### src/core/csdf_pkg.sv
// Purpose: shared constants for the card record fields and the link
// Assumes: one clock shared by both ends
// Notes: field values and link codes are defined only here
package csdf_pkg;
   localparam int IDX_W  = 5;
   localparam int DATA_W = 12;
   localparam int NV_W   = 10;

   // link operations
   typedef enum logic [2:0] {
      OP_READ, OP_PROG, OP_SET_BLKLEN, OP_WRITE, OP_ERASE
   } csdf_op_e;

   // answer codes
   localparam logic [1:0] ERR_NONE    = 2'h0;
   localparam logic [1:0] ERR_PROTECT = 2'h1;
   localparam logic [1:0] ERR_LENGTH  = 2'h2;
   localparam logic [1:0] ERR_FIELD   = 2'h3;

   // field indices
   localparam logic [4:0] FLD_RD_CUR_LOW  = 5'h00;
   localparam logic [4:0] FLD_WR_CUR_LOW  = 5'h01;
   localparam logic [4:0] FLD_RD_CUR_HIGH = 5'h02;
   localparam logic [4:0] FLD_WR_CUR_HIGH = 5'h03;
   localparam logic [4:0] FLD_CAP_MULT    = 5'h04;
   localparam logic [4:0] FLD_SECTOR      = 5'h05;
   localparam logic [4:0] FLD_ERASE_GRP   = 5'h06;
   localparam logic [4:0] FLD_PROT_GRP    = 5'h07;
   localparam logic [4:0] FLD_GRP_PROT    = 5'h08;
   localparam logic [4:0] FLD_DEF_ECC     = 5'h09;
   localparam logic [4:0] FLD_WR_SPEED    = 5'h0A;
   localparam logic [4:0] FLD_WR_BLK_LEN  = 5'h0B;
   localparam logic [4:0] FLD_PARTIAL     = 5'h0C;
   localparam logic [4:0] FLD_FMT_GRP     = 5'h0D;
   localparam logic [4:0] FLD_COPY        = 5'h0E;
   localparam logic [4:0] FLD_PERM        = 5'h0F;
   localparam logic [4:0] FLD_TEMP        = 5'h10;
   localparam logic [4:0] FLD_FMT         = 5'h11;
   localparam logic [4:0] FLD_ECC         = 5'h12;

   // fixed field values
   localparam logic [2:0] VAL_CUR_LOW    = 3'h5;
   localparam logic [2:0] VAL_CUR_HIGH   = 3'h5;
   localparam logic [2:0] VAL_CAP_MULT   = 3'h4;
   localparam logic [4:0] VAL_SECTOR     = 5'h00;
   localparam logic [4:0] VAL_ERASE_GRP  = 5'h0F;
   localparam logic [4:0] VAL_PROT_GRP   = 5'h01;
   localparam logic [0:0] VAL_GRP_PROT   = 1'h1;
   localparam logic [1:0] VAL_DEF_ECC    = 2'h0;
   localparam logic [2:0] VAL_WR_SPEED   = 3'h2;
   localparam logic [3:0] VAL_WR_BLK_LEN = 4'h9;
   localparam logic [0:0] VAL_PARTIAL    = 1'h0;

   // programmable field defaults and limits
   localparam logic [0:0] RST_FLAG      = 1'h0;
   localparam logic [0:0] RST_FMT_GRP   = 1'h0;
   localparam logic [1:0] RST_FMT       = 2'h0;
   localparam logic [3:0] RST_ECC       = 4'h0;
   localparam logic [3:0] ECC_BCH       = 4'h1;
   localparam logic [1:0] FMT_MAX       = 2'h3;
   localparam logic [1:0] MULT_OFFSET   = 2'h2;
   localparam logic [11:0] BLK_LEN_MAX  = 12'h800;
   localparam logic [11:0] RST_BLK_LEN  = 12'h200;

   // persistent image bit positions
   localparam int NV_COPY = 0;
   localparam int NV_PERM = 1;
   localparam int NV_TEMP = 2;
   localparam int NV_FGRP = 3;
   localparam int NV_FMT  = 4;
   localparam int NV_ECC  = 6;

   // host register map
   localparam logic [2:0] REG_CMD    = 3'h0;
   localparam logic [2:0] REG_ARG    = 3'h1;
   localparam logic [2:0] REG_STATUS = 3'h2;
   localparam logic [2:0] REG_RESULT = 3'h3;
   localparam logic [2:0] REG_INFO   = 3'h4;
   localparam logic [2:0] REG_MULT   = 3'h5;

   // host decode modes
   localparam logic [1:0] DEC_NONE = 2'h0;
   localparam logic [1:0] DEC_BCH  = 2'h1;
   localparam logic [1:0] DEC_RSVD = 2'h2;
endpackage : csdf_pkg

### src/core/csdf_link_if.sv
// Purpose: request and answer link between host and card record
// Assumes: both ends on the same clock and clock enable
// Notes: one request in flight; answer one enabled cycle later
`timescale 1ns/1ps
interface csdf_link_if;
   logic                              req_valid;
   csdf_pkg::csdf_op_e                req_op;
   logic [csdf_pkg::IDX_W-1:0]        req_idx;
   logic [csdf_pkg::DATA_W-1:0]       req_data;
   logic                              rsp_valid;
   logic [1:0]                        rsp_err;
   logic [csdf_pkg::DATA_W-1:0]       rsp_data;

   modport dev (
      input  req_valid, req_op, req_idx, req_data,
      output rsp_valid, rsp_err, rsp_data
   );
   modport host (
      output req_valid, req_op, req_idx, req_data,
      input  rsp_valid, rsp_err, rsp_data
   );
endinterface : csdf_link_if

### src/core/csdf_card_end.sv
// Purpose: card end holding the later card record fields
// Assumes: host keeps to one request per answer
// Notes: fixed fields are constants; programmable ones persist via image
// What this block does
// - low-volt current codes fixed at 5
// - high-volt current codes fixed at 5
// - capacity multiplier code 4, factor 64
// - sector size 0, one 512-byte block
// - erase group 15, sixteen sectors
// - protect group 1, two erase groups
// - group protection reported available
// - recommended ECC reported as none
// - write speed factor 2, 6-7 reserved
// - write block length code 9, 512 bytes
// - no partial flag means exact length
// - partial flag 0, short writes refused
// - copy flag set once, stays set
// - permanent protect once, blocks writes/erases
// - temporary protect reprogrammable, blocks writes/erases
// - format group 0 codes 0-3, group 1 reserved
// - format fields read-only on ROM cards
// - host picks decoding from ECC type
// - ECC type 0 none, 1 BCH, rest reserved
`timescale 1ns/1ps
module csdf_card_end #(
   parameter bit ROM_CARD = 1'b0
) (
   input  wire logic                      i_clk,
   input  wire logic                      i_rst_n,
   input  wire logic                      i_ce,
   csdf_link_if.dev                       link,
   input  wire logic                      i_nv_load,
   input  wire logic [csdf_pkg::NV_W-1:0] i_nv_image,
   output logic [csdf_pkg::NV_W-1:0]      o_nv_image,
   output logic [11:0]                    o_blk_len,
   output logic                           o_write_go,
   output logic                           o_erase_go,
   output logic                           o_protected
);
   if (csdf_pkg::DATA_W < 12) begin : g_chk
      $error("csdf_card_end: data width too small for block length");
   end

   logic        copy_q;
   logic        perm_q;
   logic        temp_q;
   logic [0:0]  fgrp_q;
   logic [1:0]  fmt_q;
   logic [3:0]  ecc_q;
   logic        copy_lock;
   logic        perm_lock;
   logic [11:0] blk_len;
   logic        next_rsp_valid;
   logic [1:0]  next_rsp_err;
   logic [11:0] next_rsp_data;

   // request decode
   wire [4:0]  idx      = link.req_idx;
   wire [11:0] arg      = link.req_data;
   wire        is_read  = link.req_valid && link.req_op == csdf_pkg::OP_READ;
   wire        is_prog  = link.req_valid && link.req_op == csdf_pkg::OP_PROG;
   wire        is_len   = link.req_valid && link.req_op == csdf_pkg::OP_SET_BLKLEN;
   wire        is_write = link.req_valid && link.req_op == csdf_pkg::OP_WRITE;
   wire        is_erase = link.req_valid && link.req_op == csdf_pkg::OP_ERASE;
   wire        protect  = perm_q || temp_q;

   // full write block from the fixed length code
   wire [11:0] full_len = 12'h001 << csdf_pkg::VAL_WR_BLK_LEN;

   // field readback, fixed fields as constants
   wire [11:0] rd_val =
      (idx == csdf_pkg::FLD_RD_CUR_LOW)  ? 12'(csdf_pkg::VAL_CUR_LOW) :
      (idx == csdf_pkg::FLD_WR_CUR_LOW)  ? 12'(csdf_pkg::VAL_CUR_LOW) :
      (idx == csdf_pkg::FLD_RD_CUR_HIGH) ? 12'(csdf_pkg::VAL_CUR_HIGH) :
      (idx == csdf_pkg::FLD_WR_CUR_HIGH) ? 12'(csdf_pkg::VAL_CUR_HIGH) :
      (idx == csdf_pkg::FLD_CAP_MULT)    ? 12'(csdf_pkg::VAL_CAP_MULT) :
      (idx == csdf_pkg::FLD_SECTOR)      ? 12'(csdf_pkg::VAL_SECTOR) :
      (idx == csdf_pkg::FLD_ERASE_GRP)   ? 12'(csdf_pkg::VAL_ERASE_GRP) :
      (idx == csdf_pkg::FLD_PROT_GRP)    ? 12'(csdf_pkg::VAL_PROT_GRP) :
      (idx == csdf_pkg::FLD_GRP_PROT)    ? 12'(csdf_pkg::VAL_GRP_PROT) :
      (idx == csdf_pkg::FLD_DEF_ECC)     ? 12'(csdf_pkg::VAL_DEF_ECC) :
      (idx == csdf_pkg::FLD_WR_SPEED)    ? 12'(csdf_pkg::VAL_WR_SPEED) :
      (idx == csdf_pkg::FLD_WR_BLK_LEN)  ? 12'(csdf_pkg::VAL_WR_BLK_LEN) :
      (idx == csdf_pkg::FLD_PARTIAL)     ? 12'(csdf_pkg::VAL_PARTIAL) :
      (idx == csdf_pkg::FLD_FMT_GRP)     ? 12'(fgrp_q) :
      (idx == csdf_pkg::FLD_COPY)        ? 12'(copy_q) :
      (idx == csdf_pkg::FLD_PERM)        ? 12'(perm_q) :
      (idx == csdf_pkg::FLD_TEMP)        ? 12'(temp_q) :
      (idx == csdf_pkg::FLD_FMT)         ? 12'(fmt_q) :
      (idx == csdf_pkg::FLD_ECC)         ? 12'(ecc_q) : 12'h000;
   wire        rd_bad = idx > csdf_pkg::FLD_ECC;

   // programming legality per field; fixed fields never take a value
   wire bad_fgrp = ROM_CARD || arg != 12'(csdf_pkg::RST_FMT_GRP);
   wire bad_fmt  = ROM_CARD || arg > 12'(csdf_pkg::FMT_MAX);
   wire bad_ecc  = arg > 12'(csdf_pkg::ECC_BCH);
   wire bad_copy = arg > 12'h001 || (copy_lock && arg == 12'h000);
   wire bad_perm = arg > 12'h001 || (perm_lock && arg == 12'h000);
   wire bad_temp = arg > 12'h001;
   wire prog_bad =
      (idx == csdf_pkg::FLD_FMT_GRP) ? bad_fgrp :
      (idx == csdf_pkg::FLD_COPY)    ? bad_copy :
      (idx == csdf_pkg::FLD_PERM)    ? bad_perm :
      (idx == csdf_pkg::FLD_TEMP)    ? bad_temp :
      (idx == csdf_pkg::FLD_FMT)     ? bad_fmt :
      (idx == csdf_pkg::FLD_ECC)     ? bad_ecc : 1'b1;
   wire prog_ok  = is_prog && !prog_bad;

   // block length command accepts 1 up to the largest block
   wire len_bad   = arg == 12'h000 || arg > csdf_pkg::BLK_LEN_MAX;
   // writes take exactly the full block; no partial writes
   wire write_bad = blk_len != full_len;
   wire write_ok  = is_write && !protect && !write_bad;
   wire erase_ok  = is_erase && !protect;

   // answer code for the request in hand
   assign next_rsp_err =
      is_read  ? (rd_bad ? csdf_pkg::ERR_FIELD : csdf_pkg::ERR_NONE) :
      is_prog  ? (prog_bad ? csdf_pkg::ERR_FIELD : csdf_pkg::ERR_NONE) :
      is_len   ? (len_bad ? csdf_pkg::ERR_LENGTH : csdf_pkg::ERR_NONE) :
      is_write ? (protect ? csdf_pkg::ERR_PROTECT :
                  write_bad ? csdf_pkg::ERR_LENGTH : csdf_pkg::ERR_NONE) :
      is_erase ? (protect ? csdf_pkg::ERR_PROTECT : csdf_pkg::ERR_NONE) :
                 csdf_pkg::ERR_FIELD;
   assign next_rsp_data  = is_read ? rd_val : (is_len ? arg : blk_len);
   assign next_rsp_valid = link.req_valid;

   // persistent programmable fields
   csdf_nv_cell #(.W(1), .ONCE(1'b1), .RST_V(csdf_pkg::RST_FLAG)) u_copy (
      .i_clk      (i_clk),
      .i_rst_n    (i_rst_n),
      .i_ce       (i_ce),
      .i_load     (i_nv_load),
      .i_load_val (i_nv_image[csdf_pkg::NV_COPY]),
      .i_prog     (prog_ok && idx == csdf_pkg::FLD_COPY),
      .i_prog_val (arg[0]),
      .o_q        (copy_q),
      .o_locked   (copy_lock)
   );
   csdf_nv_cell #(.W(1), .ONCE(1'b1), .RST_V(csdf_pkg::RST_FLAG)) u_perm (
      .i_clk      (i_clk),
      .i_rst_n    (i_rst_n),
      .i_ce       (i_ce),
      .i_load     (i_nv_load),
      .i_load_val (i_nv_image[csdf_pkg::NV_PERM]),
      .i_prog     (prog_ok && idx == csdf_pkg::FLD_PERM),
      .i_prog_val (arg[0]),
      .o_q        (perm_q),
      .o_locked   (perm_lock)
   );
   csdf_nv_cell #(.W(1), .ONCE(1'b0), .RST_V(csdf_pkg::RST_FLAG)) u_temp (
      .i_clk      (i_clk),
      .i_rst_n    (i_rst_n),
      .i_ce       (i_ce),
      .i_load     (i_nv_load),
      .i_load_val (i_nv_image[csdf_pkg::NV_TEMP]),
      .i_prog     (prog_ok && idx == csdf_pkg::FLD_TEMP),
      .i_prog_val (arg[0]),
      .o_q        (temp_q),
      .o_locked   ()
   );
   csdf_nv_cell #(.W(1), .ONCE(1'b0), .RST_V(csdf_pkg::RST_FMT_GRP)) u_fgrp (
      .i_clk      (i_clk),
      .i_rst_n    (i_rst_n),
      .i_ce       (i_ce),
      .i_load     (i_nv_load),
      .i_load_val (i_nv_image[csdf_pkg::NV_FGRP +: 1]),
      .i_prog     (prog_ok && idx == csdf_pkg::FLD_FMT_GRP),
      .i_prog_val (arg[0:0]),
      .o_q        (fgrp_q),
      .o_locked   ()
   );
   csdf_nv_cell #(.W(2), .ONCE(1'b0), .RST_V(csdf_pkg::RST_FMT)) u_fmt (
      .i_clk      (i_clk),
      .i_rst_n    (i_rst_n),
      .i_ce       (i_ce),
      .i_load     (i_nv_load),
      .i_load_val (i_nv_image[csdf_pkg::NV_FMT +: 2]),
      .i_prog     (prog_ok && idx == csdf_pkg::FLD_FMT),
      .i_prog_val (arg[1:0]),
      .o_q        (fmt_q),
      .o_locked   ()
   );
   csdf_nv_cell #(.W(4), .ONCE(1'b0), .RST_V(csdf_pkg::RST_ECC)) u_ecc (
      .i_clk      (i_clk),
      .i_rst_n    (i_rst_n),
      .i_ce       (i_ce),
      .i_load     (i_nv_load),
      .i_load_val (i_nv_image[csdf_pkg::NV_ECC +: 4]),
      .i_prog     (prog_ok && idx == csdf_pkg::FLD_ECC),
      .i_prog_val (arg[3:0]),
      .o_q        (ecc_q),
      .o_locked   ()
   );

   // image for the external persistent store, all cell flops
   assign o_nv_image = {ecc_q, fmt_q, fgrp_q, temp_q, perm_q, copy_q};
   assign o_blk_len  = blk_len;

   // working block length
   always_ff @(posedge i_clk) begin
      if (!i_rst_n) begin
         blk_len <= csdf_pkg::RST_BLK_LEN;
      end else if (i_ce && is_len && !len_bad) begin
         blk_len <= arg;
      end
   end

   // answer and action strobes
   always_ff @(posedge i_clk) begin
      if (!i_rst_n) begin
         link.rsp_valid <= 1'b0;
         link.rsp_err   <= csdf_pkg::ERR_NONE;
         link.rsp_data  <= 12'h000;
         o_write_go     <= 1'b0;
         o_erase_go     <= 1'b0;
         o_protected    <= 1'b0;
      end else if (i_ce) begin
         link.rsp_valid <= next_rsp_valid;
         link.rsp_err   <= next_rsp_err;
         link.rsp_data  <= next_rsp_data;
         o_write_go     <= write_ok;
         o_erase_go     <= erase_ok;
         o_protected    <= protect;
      end
   end
endmodule : csdf_card_end

### src/core/csdf_nv_cell.sv
// Purpose: one persistent programmable field of the card record
// Assumes: restore strobe carries the saved image after power-up
// Notes: programming only ever moves a one-time cell from clear to set; reset loads RST_V and restore loads any value
`timescale 1ns/1ps
module csdf_nv_cell #(
   parameter int           W     = 1,
   parameter bit           ONCE  = 1'b0,
   parameter logic [W-1:0] RST_V = '0
) (
   input  wire logic         i_clk,
   input  wire logic         i_rst_n,
   input  wire logic         i_ce,
   input  wire logic         i_load,
   input  wire logic [W-1:0] i_load_val,
   input  wire logic         i_prog,
   input  wire logic [W-1:0] i_prog_val,
   output logic [W-1:0]      o_q,
   output logic              o_locked
);
   if (W < 1 || (ONCE && W != 1)) begin : g_chk
      $error("csdf_nv_cell: one-time cells must be one bit wide");
   end

   // a set one-time bit refuses any further programming
   assign o_locked = ONCE && o_q[0];

   // restore wins over programming in the same cycle
   always_ff @(posedge i_clk) begin
      if (!i_rst_n) begin
         o_q <= RST_V;
      end else if (i_ce) begin
         if (i_load) begin
            o_q <= i_load_val;
         end else if (i_prog && !o_locked) begin
            o_q <= i_prog_val;
         end
      end
   end
endmodule : csdf_nv_cell

### src/flat_wrapper.sv
// flat-port wrapper written by rule: the top's interface ports become plain ports
module csdf_card_end_flat 
#(
   parameter bit ROM_CARD = 1'b0
)
  (i_clk, i_rst_n, i_ce, i_nv_load, i_nv_image, o_nv_image, o_blk_len, o_write_go, o_erase_go, o_protected, link_req_valid, link_req_op, link_req_idx, link_req_data, link_rsp_valid, link_rsp_err, link_rsp_data);
  csdf_link_if link_i ();
  input  wire logic i_clk;
  input  wire logic i_rst_n;
  input  wire logic i_ce;
  input  wire logic i_nv_load;
  input  wire logic [csdf_pkg::NV_W-1:0] i_nv_image;
  output logic [csdf_pkg::NV_W-1:0] o_nv_image;
  output logic [11:0] o_blk_len;
  output logic o_write_go;
  output logic o_erase_go;
  output logic o_protected;
  input wire logic [$bits(link_i.req_valid)-1:0] link_req_valid;
  input wire logic [$bits(link_i.req_op)-1:0] link_req_op;
  input wire logic [$bits(link_i.req_idx)-1:0] link_req_idx;
  input wire logic [$bits(link_i.req_data)-1:0] link_req_data;
  output wire logic [$bits(link_i.rsp_valid)-1:0] link_rsp_valid;
  output wire logic [$bits(link_i.rsp_err)-1:0] link_rsp_err;
  output wire logic [$bits(link_i.rsp_data)-1:0] link_rsp_data;
  assign link_i.req_valid = link_req_valid;
  assign link_i.req_op = link_req_op;
  assign link_i.req_idx = link_req_idx;
  assign link_i.req_data = link_req_data;
  assign link_rsp_valid = link_i.rsp_valid;
  assign link_rsp_err = link_i.rsp_err;
  assign link_rsp_data = link_i.rsp_data;
  csdf_card_end #(.ROM_CARD(ROM_CARD)) u_core (.i_clk(i_clk), .i_rst_n(i_rst_n), .i_ce(i_ce), .link(link_i), .i_nv_load(i_nv_load), .i_nv_image(i_nv_image), .o_nv_image(o_nv_image), .o_blk_len(o_blk_len), .o_write_go(o_write_go), .o_erase_go(o_erase_go), .o_protected(o_protected));
endmodule
### config.mk
export PLATFORM = sky130hd
export DESIGN_NAME = csdf_card_end_flat
export DESIGN_NICKNAME = d
export VERILOG_FILES = /design/src/core/csdf_pkg.sv /design/src/core/csdf_link_if.sv /design/src/core/csdf_card_end.sv /design/src/core/csdf_nv_cell.sv /design/src/flat_wrapper.sv
export SDC_FILE = /design/constraint.sdc
export NUM_CORES = 1
export LEC_CHECK = 0
export BUFFER_PORTS_ARGS = -buffer_cell sky130_fd_sc_hd__buf_2
export CAP_MARGIN = 25
export CORE_MARGIN = 1.5
export CORE_UTILIZATION = 51
export DETAILED_ROUTE_END_ITERATION = 12
export PLACE_DENSITY_LB_ADDON = 0.1
export SLEW_MARGIN = 10
export SYNTH_ARGS = -nofsm -noshare
export SYNTH_HDL_FRONTEND = slang
export SYNTH_SLANG_ARGS = --single-unit
### constraint.sdc
create_clock -name i_clk -period 2.8 [get_ports i_clk]
set_clock_uncertainty 0.2 [all_clocks]
set_input_delay 0.56 -clock i_clk [delete_from_list [all_inputs] [get_ports i_clk]]
set_output_delay 0.56 -clock i_clk [all_outputs]
set_load 0.005 [all_outputs]
Word level (Yosys, flattened, before mapping)

Index checks and enable logic that the tools add are counted.

Output and inout port bits: 40
Memory bits (writable): 0
Input port bits: 35
Word-level logic and storage cells: 137
Flip-flop bits (word level): 40
Latch bits: 0
Memories: 0
Memory bits (read-only): 0

Mux-type cells: 50
Div/mod/pow operators: 0
Equal/unequal tests: 23
Add/sub/neg operators: 0
$mul: 0
Bitwise logic cells: 0
Reductions and logical operators: 47
Shift-type cells: 0
Magnitude comparators: 4

Operators by type and width:

| kind                   | count |
|---|---|
| $mux W12               | 20 |
| $eq A5 B4 Y1 const B   | 8 |
| $mux W2                | 12 |
| $logic_and A1 B1 Y1    | 21 |
| $eq A5 B3 Y1 const B   | 4 |
| $eq A5 B5 Y1 const B   | 3 |
| $mux W1                | 15 |
| $gt A12 B1 Y1 const B  | 1 |
| $gt A12 B12 Y1 const B | 1 |
| $gt A12 B2 Y1 const B  | 1 |
| $logic_not A12 Y1      | 1 |
| $mux W4                | 3 |
| $ne A12 B10 Y1 const B | 1 |
| $reduce_and A2 Y1      | 6 |
| $reduce_bool A12 Y1    | 1 |
| $reduce_bool A2 Y1     | 6 |
| $eq A5 B2 Y1 const B   | 2 |
| $eq A3 B2 Y1 const B   | 2 |
| $logic_not A1 Y1       | 6 |
| $eq A5 B1 Y1 const B   | 1 |
| $gt A5 B5 Y1 const B   | 1 |
| $logic_not A5 Y1       | 1 |
| $logic_or A1 B1 Y1     | 4 |
| $eq A3 B1 Y1 const B   | 1 |
| 2 further kinds        | 2 |

Longest topological paths before layout

Gate-level depths: netlist of the first run.

Depth in word-level cells: 21
Gate-level depth with buffers: 8
Mapped depth without buffers: 6

By module

Synthesis of the first run repeated with hierarchy kept, for this count alone.

Cells, all modules: 296
Area, all modules: 2,565.0 um2

By module, submodules not included:

| module                           | area an instance (um2) | times used | cells each | sequential area each (um2) |
|---|---|---|---|---|
| csdf_card_end                    | 1,938.1                | 1          | 233        | 600.6 |
| csdf_nv_cell (u_core.u_ecc)      | 282.8                  | 1          | 24         | 80.1 |
| csdf_nv_cell (u_core.u_fgrp ...) | 65.1                   | 2          | 8          | 20.0 |
| csdf_nv_cell (u_core.u_copy ...) | 53.8                   | 2          | 6          | 20.0 |
| csdf_nv_cell (u_core.u_fmt)      | 106.4                  | 1          | 11         | 40.0 |

Least setup slack after synthesis of the first run

No wires, ideal clock.

Path kind: input port to flip-flop
From: input port link_req_data[6]
To: register u_core.u_copy.o_q (netlist: u_core.u_copy.o_locked)
Path slack: 0.360 ns
Data arrival time: 2.171 ns
Stages: 6
Buffers on the path: 0
Library setup time: 0.069 ns
Required time: 2.531 ns
Cell sequence: nor4_2 > nand3_1 > o311a_1 > or3_1 > or4_1 > o21ai_1

Word-level cells in the longest chain between the ends: 13
Elaborated cells between the ends (all ways): 20
Classes of those cells: order compare: 2; mux: 6; reduce/logical: 12

RTL lines:

| what                             | RTL line             | RTL |
|---|---|---|
| start, declared                  | flat_wrapper.sv:21   | `input wire logic [$bits(link_i.req_data)-1:0] link_req_data;` |
| $gt A12 B1 Y1                    | -                    |  |
| $mux W1                          | csdf_card_end.sv:106 | `(idx == csdf_pkg::FLD_ECC) ? bad_ecc : 1'b1;` |
| $mux W1                          | csdf_card_end.sv:105 | `(idx == csdf_pkg::FLD_FMT) ? bad_fmt :` |
| $mux W1                          | csdf_card_end.sv:104 | `(idx == csdf_pkg::FLD_TEMP) ? bad_temp :` |
| $mux W1                          | csdf_card_end.sv:103 | `(idx == csdf_pkg::FLD_PERM) ? bad_perm :` |
| $mux W1                          | csdf_card_end.sv:102 | `(idx == csdf_pkg::FLD_COPY) ? bad_copy :` |
| $mux W1 (*)                      | csdf_card_end.sv:101 | `(idx == csdf_pkg::FLD_FMT_GRP) ? bad_fgrp :` |
| $logic_not A1 Y1 (*)             | csdf_card_end.sv:107 | `wire prog_ok = is_prog && !prog_bad;` |
| $logic_and A1 B1 Y1 (*)          | csdf_card_end.sv:107 |  |
| $logic_and A1 B1 Y1 (*)          | csdf_card_end.sv:135 | `.i_prog (prog_ok && idx == csdf_pkg::FLD_COPY),` |
| $logic_and A1 B1 Y1 (*)          | csdf_nv_cell.sv:34   | `end else if (i_prog && !o_locked) begin` |
| $reduce_bool A2 Y1 (no line) (*) | -                    |  |
| $reduce_and A2 Y1 (no line) (*)  | -                    |  |
| end signal, assigned             | csdf_nv_cell.sv:33   | `o_q <= i_load_val;` |
| end signal, assigned             | csdf_nv_cell.sv:35   | `o_q <= i_prog_val;` |
| end, declared                    | csdf_nv_cell.sv:17   | `output logic [W-1:0] o_q,` |

Every way passes the cells marked *; elsewhere a longest branch is shown, timed or not.
A chain may end at the register's enable or synchronous reset.

Worst setup path after layout of the first run

From: input port link_req_idx[3]
To: register u_core.u_copy.o_q (netlist: u_core.u_copy.o_locked)

Word-level cells in the longest chain between the ends: 13
Elaborated cells between the ends (all ways): 18
Classes of those cells: eq/ne: 6; mux: 6; reduce/logical: 6

RTL lines:

| what                             | RTL line             | RTL |
|---|---|---|
| start, declared                  | flat_wrapper.sv:20   | `input wire logic [$bits(link_i.req_idx)-1:0] link_req_idx;` |
| $eq A5 B5 Y1                     | csdf_card_end.sv:106 |  |
| $mux W1                          | csdf_card_end.sv:106 |  |
| $mux W1                          | csdf_card_end.sv:105 |  |
| $mux W1                          | csdf_card_end.sv:104 |  |
| $mux W1                          | csdf_card_end.sv:103 |  |
| $mux W1                          | csdf_card_end.sv:102 |  |
| $mux W1                          | csdf_card_end.sv:101 |  |
| $logic_not A1 Y1                 | csdf_card_end.sv:107 |  |
| $logic_and A1 B1 Y1              | csdf_card_end.sv:107 |  |
| $logic_and A1 B1 Y1 (*)          | csdf_card_end.sv:135 |  |
| $logic_and A1 B1 Y1 (*)          | csdf_nv_cell.sv:34   |  |
| $reduce_bool A2 Y1 (no line) (*) | -                    |  |
| $reduce_and A2 Y1 (no line) (*)  | -                    |  |

Marked as above.

==> flow_summary.ini, run 1 <==
[outcome]
status = completed

[route]
postRouteAntennaNets = 0
drt_drc_violations_left = 0
drt-total-wl_um = 6238
dr.pass1.iters = 4
vias = 2254
viasPerCell = 5.579
drtIter0Drc = 183
wire_per_inst_um = 15.44

[floorplan]
dieWidth_um = 71.08
core_area_um2 = 4414
dieArea_um2 = 5052
initial_core_util_pct = 53.54
die_y_um = 71.08
io_pins = 75
std_cell_rows = 24

[cts]
cts_tree = built
cts_root_buf = clkbuf_8
cts_resized = 0
cts_num_sinks = 40
clk_pin_slew_ns = 0.08
clock_latency_ns = 0.29
clk_path_buf_depth = 2
numCtsBuffers = 5
ctsHoldBuffers = 0
postCtsSetupBuffers = 0
htree_levels = 2

[sta]
drv_slew = 0
finalCritPeriodShare_pct = 86.74
slew_headroom_pct = 73.20
finalWorstSetupSlack_ns = 0.3713
setup_tns_ns = 0
rsz0062_at_grt = false
setup_viol = 0
clock.fmax_ghz = 0.4118
min_period_ns = 2.429
worst_pin_slew_ns = 0.3990
hold_viol_final = 0

[yosys]
async_flop_share_pct = 0
ys.flop_type = dfxtp_1
seq_area_frac_synth_pct = 33.88
synth_edf_count = 0
synth-seq-cells = 40
synth_warnings = 0
synth.net_count = 315
synth.cell_area_um2 = 2364
synth_cell_type_count = 54
avgSynthCellArea_um2 = 8.441
syn-instance-count = 280

[global_routing]
grt_overflow_total = 0
grt_start_max_net_pins = 41
grt_usage_pct = 24.49
antenna_found_initial = 0
first_global_vias = 1987
grt_pass1_wl_um = 9887

[placement]
portBuffers = 74
dpl.hpwl_um = 4729
pre_cts_ws_ns = 0.09107
place.gp.congestion = 0.9642
dp_cells = 396

[worst_hold_path]
min_path_type = register to register

[cells_and_area]
drive_above_1_share_pct = 29.55
final_cells = 404
final_cell_mix = 74 x buf_2, 40 x dfxtp_1, 32 x mux2i_1
fin_nets = 386
layout.cells.most_common = buf_2
antennaDiodeCount = 0
fillers = 409
synthToLayoutAreaGrowth_pct = 21.49
utilization_pct = 65.05

[critical_path]
worst_setup_path_end_kind = register
cp.required_ns = 2.82
r2r_setup_slack_ns = 0.75
worst_setup_path_start_kind = primary input
worstPathArrival_ns = 2.45
crit_type = primary input to register
crit_fanout = 12

[pwr]
power.total_uw = 1198
p_leak_uw = 0.001369
powerDensity_nw_per_um2 = 417.3
peakVddDrop_mv = 0.2861

[job]
drv_cap = 0
final cells by class:
class                      instances  area [um^2]  share of cell area [%]
clock buffer                       6        82.58                   2.876
sequential                        40        800.8                   27.89
tap                               52        65.06                   2.266
inverter                           3        11.26                  0.3922
clock inverter                     2        10.01                  0.3486
multi-input combinational        214         1434                   49.93
timing repair buffer              87        467.9                   16.30
critical path, stage by stage:
cell     delay [ns]
buf_2          0.17
or4b_4         0.55
nor2_2         0.09
nor3_1         0.08
or3_1          0.42
or4_1          0.45
o21ai_1        0.14
sequential cells by signal, summed over array words and instances (netlist names):
register,cells
u_core.link.rsp_data,12
u_core.o_blk_len,12
u_core.u_ecc.o_q,4
u_core.link.rsp_err,2
u_core.u_fmt.o_q,2
u_core.link.rsp_valid,1
u_core.o_erase_go,1
u_core.o_protected,1
u_core.o_write_go,1
u_core.u_copy.o_locked,1
u_core.u_fgrp.o_q,1
u_core.u_perm.o_locked,1
u_core.u_temp.o_q,1
final timing paths:
kind / cells after the start / from / end
setup / recovery: 7 / link_req_idx[3] / u_core.u_copy.o_locked$_SDFFE_PN0P_
hold / removal: 2 / u_core.o_write_go$_SDFFE_PN0P_ / u_core.o_write_go$_SDFFE_PN0P_
setup reg to reg: 6 / u_core.u_copy.o_locked$_SDFFE_PN0P_ / u_core.u_copy.o_locked$_SDFFE_PN0P_
hold reg to reg: 2 / u_core.o_write_go$_SDFFE_PN0P_ / u_core.o_write_go$_SDFFE_PN0P_
power breakdown:
| part | leakage [uW] | internal [uW] | total, uW | switching [uW] |
|---|---|---|---|---|
| clock network | 0.0000510 | 197 | 395 | 199 |
| registers | 0.000326 | 587 | 600 | 13.5 |
| logic | 0.000993 | 90.1 | 203 | 113 |
| total | 0.00137 | 873 | 1200 | 325 |
per-layer routing:
layer	up-vias	global-route usage, %	share of wire [%]
met5	-	0	0
met3	2	5.698	6.3
li1	1141	-	-
met2	79	36.34	44
met1	1032	37.15	49
met4	0	3.145	0.26
Yosys cell counts, drive strengths merged (2+ instances only):
library cell | count | area [um^2]
buf | 12 | 76.32
o21ai | 11 | 55.05
a211oi | 4 | 30.03
and3b | 2 | 17.52
o21a | 3 | 22.52
nor3b | 2 | 20.02
nand2b | 3 | 18.77
a21oi | 20 | 100.1
nor2b | 27 | 168.9
and2 | 2 | 12.51
nand4 | 5 | 31.28
mux2 | 3 | 33.78
or4b | 2 | 23.77
nand3 | 6 | 30.03
nor2 | 18 | 70.07
a21boi | 4 | 30.03
o211a | 6 | 60.06
mux2i | 32 | 320.3
nor4 | 4 | 31.28
nor4bb | 2 | 20.02
dfxtp | 40 | 800.8
nand2 | 31 | 116.4
clkbuf | 11 | 41.29
nor3 | 5 | 30.03
nand3b | 2 | 15.01
inv | 3 | 11.26
or4 | 2 | 15.01
kinds of logic (layout without fill, tap and decap cells):
family | Yosys count | after routing | share of synthesized area, %
and+or+nand+nor | 117 | 117 | 27.53
DFF | 40 | 40 | 33.88
AOI/OAI and AO/OA | 60 | 60 | 17.42
buffers and inverters | 26 | 98 | 5.452
xor gates and xnor gates | 2 | 2 | 0.7413
muxes | 35 | 35 | 14.98
through the flow:
| step | cell area [um^2] | hold slack (ns) |
|---|---|---|
| 2_1_floorplan | 2364 | 0.2563 |
| 3_3_place_gp | 2779 | 0.2500 |
| 3_5_place_dp | 2779 | 0.2614 |
| 4_1_cts | 2872 | 0.2721 |
| 5_1_grt | 2872 | 0.2939 |
| 6_report | 2872 | 0.2716 |
Note: power is estimated with default switching activity, not from simulation.
==> run 2: changes to the inputs <==
Settings changed: REMOVE_ABC_BUFFERS from default to 1.
==> run 2 against run 1 <==
Sequential cell count is the same; sequential share of layout area shrank 0.35 points; fmax shrank 2.0%.
==> flow_summary.ini, run 2 (synthesis gave the netlist of run 1 again) <==
[floorplan]
core_area_um2 = 4414
std_cell_rows = 24
dieWidth_um = 71.08
die_y_um = 71.08
initial_core_util_pct = 53.54
dieArea_um2 = 5052
io_pins = 75

[cts]
ctsHoldBuffers = 0
clock_latency_ns = 0.29
clk_pin_slew_ns = 0.08
postCtsSetupBuffers = 0
numCtsBuffers = 5
cts_tree = built
htree_levels = 2
clk_path_buf_depth = 2
cts_resized = 0
cts_num_sinks = 40
cts_root_buf = clkbuf_8

[sta]
worst_pin_slew_ns = 0.4005
rsz0062_at_grt = false
min_period_ns = 2.479
setup_viol = 0
setup_tns_ns = 0
hold_slack_ns = 0.2639
finalCritPeriodShare_pct = 88.52
hold_viol_final = 0
drv_slew = 0
clock.fmax_ghz = 0.4035
slew_headroom_pct = 73.10

[cells_and_area]
utilization_pct = 65.87
fin_nets = 387
antennaDiodeCount = 0
layout.cells.most_common = buf_2
drive_above_1_share_pct = 29.75
fillers = 390
synthToLayoutAreaGrowth_pct = 23.03
final_cell_mix = 74 x buf_2, 40 x dfxtp_1, 32 x mux2i_1
stdcell_area_um2 = 2908

[pwr]
powerDensity_nw_per_um2 = 449.6
power.total_uw = 1307
p_leak_uw = 0.001384
peakVddDrop_mv = 0.2476

[outcome]
status = completed

[route]
viasPerCell = 5.590
wire_per_inst_um = 15.58
drt-total-wl_um = 6309
dr.pass1.iters = 4
drtIter0Drc = 127
drt_drc_violations_left = 0
vias = 2264
postRouteAntennaNets = 0

[global_routing]
grt_pass1_wl_um = 10230
antenna_found_initial = 0
grt_start_max_net_pins = 41
first_global_vias = 2038
grt_usage_pct = 25.45
grt_overflow_total = 0

[worst_hold_path]
min_path_type = register to register

[placement]
portBuffers = 74
place_area_um2 = 2786
dpl.hpwl_um = 4622
place.gp.congestion = 0.9794

[critical_path]
worstPathArrival_ns = 2.50
crit_type = primary input to register
crit_fanout = 3
r2r_setup_slack_ns = 0.70
worst_setup_path_end_kind = register
worst_setup_path_start_kind = primary input
cp.required_ns = 2.83

[job]
drv_cap = 0
## run 2: report_power, final
group          switching [uW]  internal (uW)  total (uW)  leakage [uW]
Sequential               13.9            586         600      0.000326
Clock                     210            292         501     0.0000614
Combinational             114           92.1         206      0.000997
Total                     337            970        1310       0.00138
## run 2: per-stage QoR
| stage | cells | setup slack [ns] |
|---|---|---|
| CTS | 405 | 0.3421 |
| global placement | 397 | 0.09183 |
| detailed placement | 397 | 0.03147 |
| global route | 405 | 0.2597 |
| finish | 405 | 0.3215 |
| floorplan | 257 | 0.06324 |
## run 2: area by class of cell
type / instances / area [um^2] / area share (%)
clock buffers: 6 / 82.58 / 2.840
clock inverters: 2 / 38.79 / 1.334
inverters: 3 / 11.26 / 0.3873
multi-input cells: 214 / 1434 / 49.31
flip-flops and latches: 40 / 800.8 / 27.54
well taps: 52 / 65.06 / 2.238
repair buffers: 88 / 475.5 / 16.35
## run 2: per-layer routing
layer	vias up	GRT usage (%)	part of all wire, %
li1	1148	-	-
met1	1030	37.48	48
met2	82	39.04	45
met3	4	3.704	6.2
met5	-	0	0
met4	0	6.918	0.55
## run 2: worst paths after layout
path	end	depth (start not counted)	from
setup / recovery	u_core.u_copy.o_locked$_SDFFE_PN0P_	7	link_req_data[6]
hold / removal	u_core.link.rsp_data[2]$_SDFFE_PN0P_	2	u_core.link.rsp_data[2]$_SDFFE_PN0P_
setup reg to reg	u_core.u_copy.o_locked$_SDFFE_PN0P_	6	u_core.u_copy.o_locked$_SDFFE_PN0P_
hold reg to reg	u_core.link.rsp_data[2]$_SDFFE_PN0P_	2	u_core.link.rsp_data[2]$_SDFFE_PN0P_
## run 2: critical path: stages
cell and delay [ns]:
buf_2 0.12, nor4_2 0.39, nand3_1 0.14, o311a_1 0.34, or3_1 0.35, or4_1 0.45
o21ai_1 0.16
==> run 3: changes to the inputs <==
Settings changed: CORE_UTILIZATION 51 to 52, SYNTH_HIERARCHICAL from default to 1.
==> run 3 against run 2 <==
Register-to-register slack worse by 0.06 ns; hold slack gained 0.010 ns; global-route usage fell by 1.1 points; clock power is 6.8% lower.
==> flow_summary.ini, run 3 <==
[critical_path]
critPathBufInv = 1
slowest_stage = nor4_4
cp.required_ns = 2.78
crit_type = primary input to register
worstPathArrival_ns = 2.45
max_stage_delay_ns = 0.32
worst_setup_path_end_kind = register
worst_setup_path_start_kind = primary input
crit_fanout = 4
cp_cell_sequence = buf_2, nor4_4, nand2_1, o21a_1, a211o_1, and3_1, and3_1, o21a_1, o211a_1
path_delay_family = compound AO/OA/AOI/OAI gates

[cells_and_area]
utilization_pct = 64.27
fin_nets = 395
regArea_um2 = 800.8
final_cell_mix = 74 x buf_2, 40 x dfxtp_1, 33 x mux2i_1
antennaDiodeCount = 0
layout.cells.most_common = buf_2
synthToLayoutAreaGrowth_pct = 19.66
fillers = 434
drive_above_1_share_pct = 29.09
multi_input_area_um2 = 1549

[cts]
clk_path_buf_depth = 2
cts_tree = built
cts_num_sinks = 40
clock_latency_ns = 0.29
clk_pin_slew_ns = 0.08
cts_root_buf = clkbuf_8
numCtsBuffers = 5
postCtsSetupBuffers = 0
htree_levels = 2
ctsHoldBuffers = 0
cts_resized = 0

[sta]
rsz0062_at_grt = false
clock.fmax_ghz = 0.4055
hold_viol_final = 0
slew_headroom_pct = 60.00
min_period_ns = 2.466
worst_pin_slew_ns = 0.5849
setup_viol = 0
drv_slew = 0
setup_tns_ns = 0
finalCritPeriodShare_pct = 88.06

[global_routing]
first_global_vias = 2115
antenna_found_initial = 0
use_met2_pct = 39.65
busiest_layer = met2
grt_pass1_wl_um = 10130
grt_overflow_total = 0
met3_usage_pct = 5.110
grt_usage_pct = 24.32
grt_use_met1_pct = 32.93
grt_start_max_net_pins = 27

[pwr]
seqPwrFrac_pct = 47.2
switching_share_pct = 26.18
combPwrFrac_pct = 16.4
p_sw_uw = 335.1
powerDensity_nw_per_um2 = 424.6
p_int_uw = 945.1
peakVddDrop_mv = 0.2149
p_leak_uw = 0.001410
p_clk_share_pct = 36.5

[route]
viasPerCell = 5.745
postRouteAntennaNets = 0
drtIter0Drc = 92
vias = 2384
dr.pass1.iters = 4
drt-total-wl_um = 6287
wire_per_inst_um = 15.15
drt_drc_violations_left = 0

[floorplan]
core_area_um2 = 4692
initial_core_util_pct = 53.71
io_pins = 75
dieWidth_um = 72.62
std_cell_rows = 25
die_y_um = 72.62
dieArea_um2 = 5273

[placement]
place.gp.congestion = 0.8728
portBuffers = 74
dpl.hpwl_um = 4678

[outcome]
status = completed

[yosys]
synth_warnings = 6
synth.cell_area_um2 = 2520
syn-instance-count = 288
avgSynthCellArea_um2 = 8.750

[worst_hold_path]
min_path_type = register to register

[job]
drv_cap = 0
## run 3: layout make-up
cell class                      instances  area share, %
Multi-Input combinational cell        219          51.37
Timing Repair Buffer                   86          15.27
Tap cell                               54          2.241
Sequential cell                        40          26.56
Clock inverter                          2          1.162
Clock buffer                            6          2.407
Inverter                                8         0.9959
## run 3: metrics by stage
stage | hold WS [ns] | cell area, um^2 | cells | worst slack (ns) | total power [uW]
finish | 0.2742 | 3015 | 415 | 0.3342 | 1280
detailed placement | 0.2627 | 2908 | 407 | 0.04709 | 825.9
global placement | 0.2593 | 2908 | 407 | 0.08364 | 823.3
floorplan | 0.2605 | 2380 | 267 | 0.2666 | 712.1
CTS | 0.2752 | 3015 | 415 | 0.3114 | 1295
global route | 0.2958 | 3015 | 415 | 0.1507 | 1345
## run 3: tightest hold or removal path: cells and delay by family (launching register included)
family / cells / cell delay, ns
and+or+nand+nor: 1 / 0.05
DFF: 1 / 0.31
AOI/OAI and AO/OA: 1 / 0.07
## run 3: final timing paths
| path | start | to | slack, ns | depth (start not counted) |
|---|---|---|---|---|
| setup / recovery | link_req_data[2] | u_core/u_fmt/o_q[1]$_SDFFE_PN0P_ | 0.33 | 9 |
| hold / removal | u_core/link.rsp_valid$_SDFFE_PN0P_ | u_core/link.rsp_valid$_SDFFE_PN0P_ | 0.27 | 2 |
| setup reg to reg | u_core/u_perm/o_locked$_SDFFE_PN0P_ | u_core/u_fmt/o_q[1]$_SDFFE_PN0P_ | 0.64 | 8 |
| hold reg to reg | u_core/link.rsp_valid$_SDFFE_PN0P_ | u_core/link.rsp_valid$_SDFFE_PN0P_ | 0.27 | 2 |
## run 3: layer usage
layer,vias up,share of wire (%)
met5,-,0
met4,0,0.70
met3,4,5.3
met2,80,49
met1,1109,45
li1,1191,-
## run 3: power groups by stage
| stage | Combinational (uW) | Clock (uW) | Sequential, uW |
|---|---|---|---|
| floorplan | 95.9 | 0 | 616 |
| global placement | 206 | 0 | 617 |
| detailed placement | 209 | 0 | 617 |
| CTS | 210 | 481 | 604 |
| global route | 231 | 507 | 607 |
| finish | 210 | 467 | 604 |
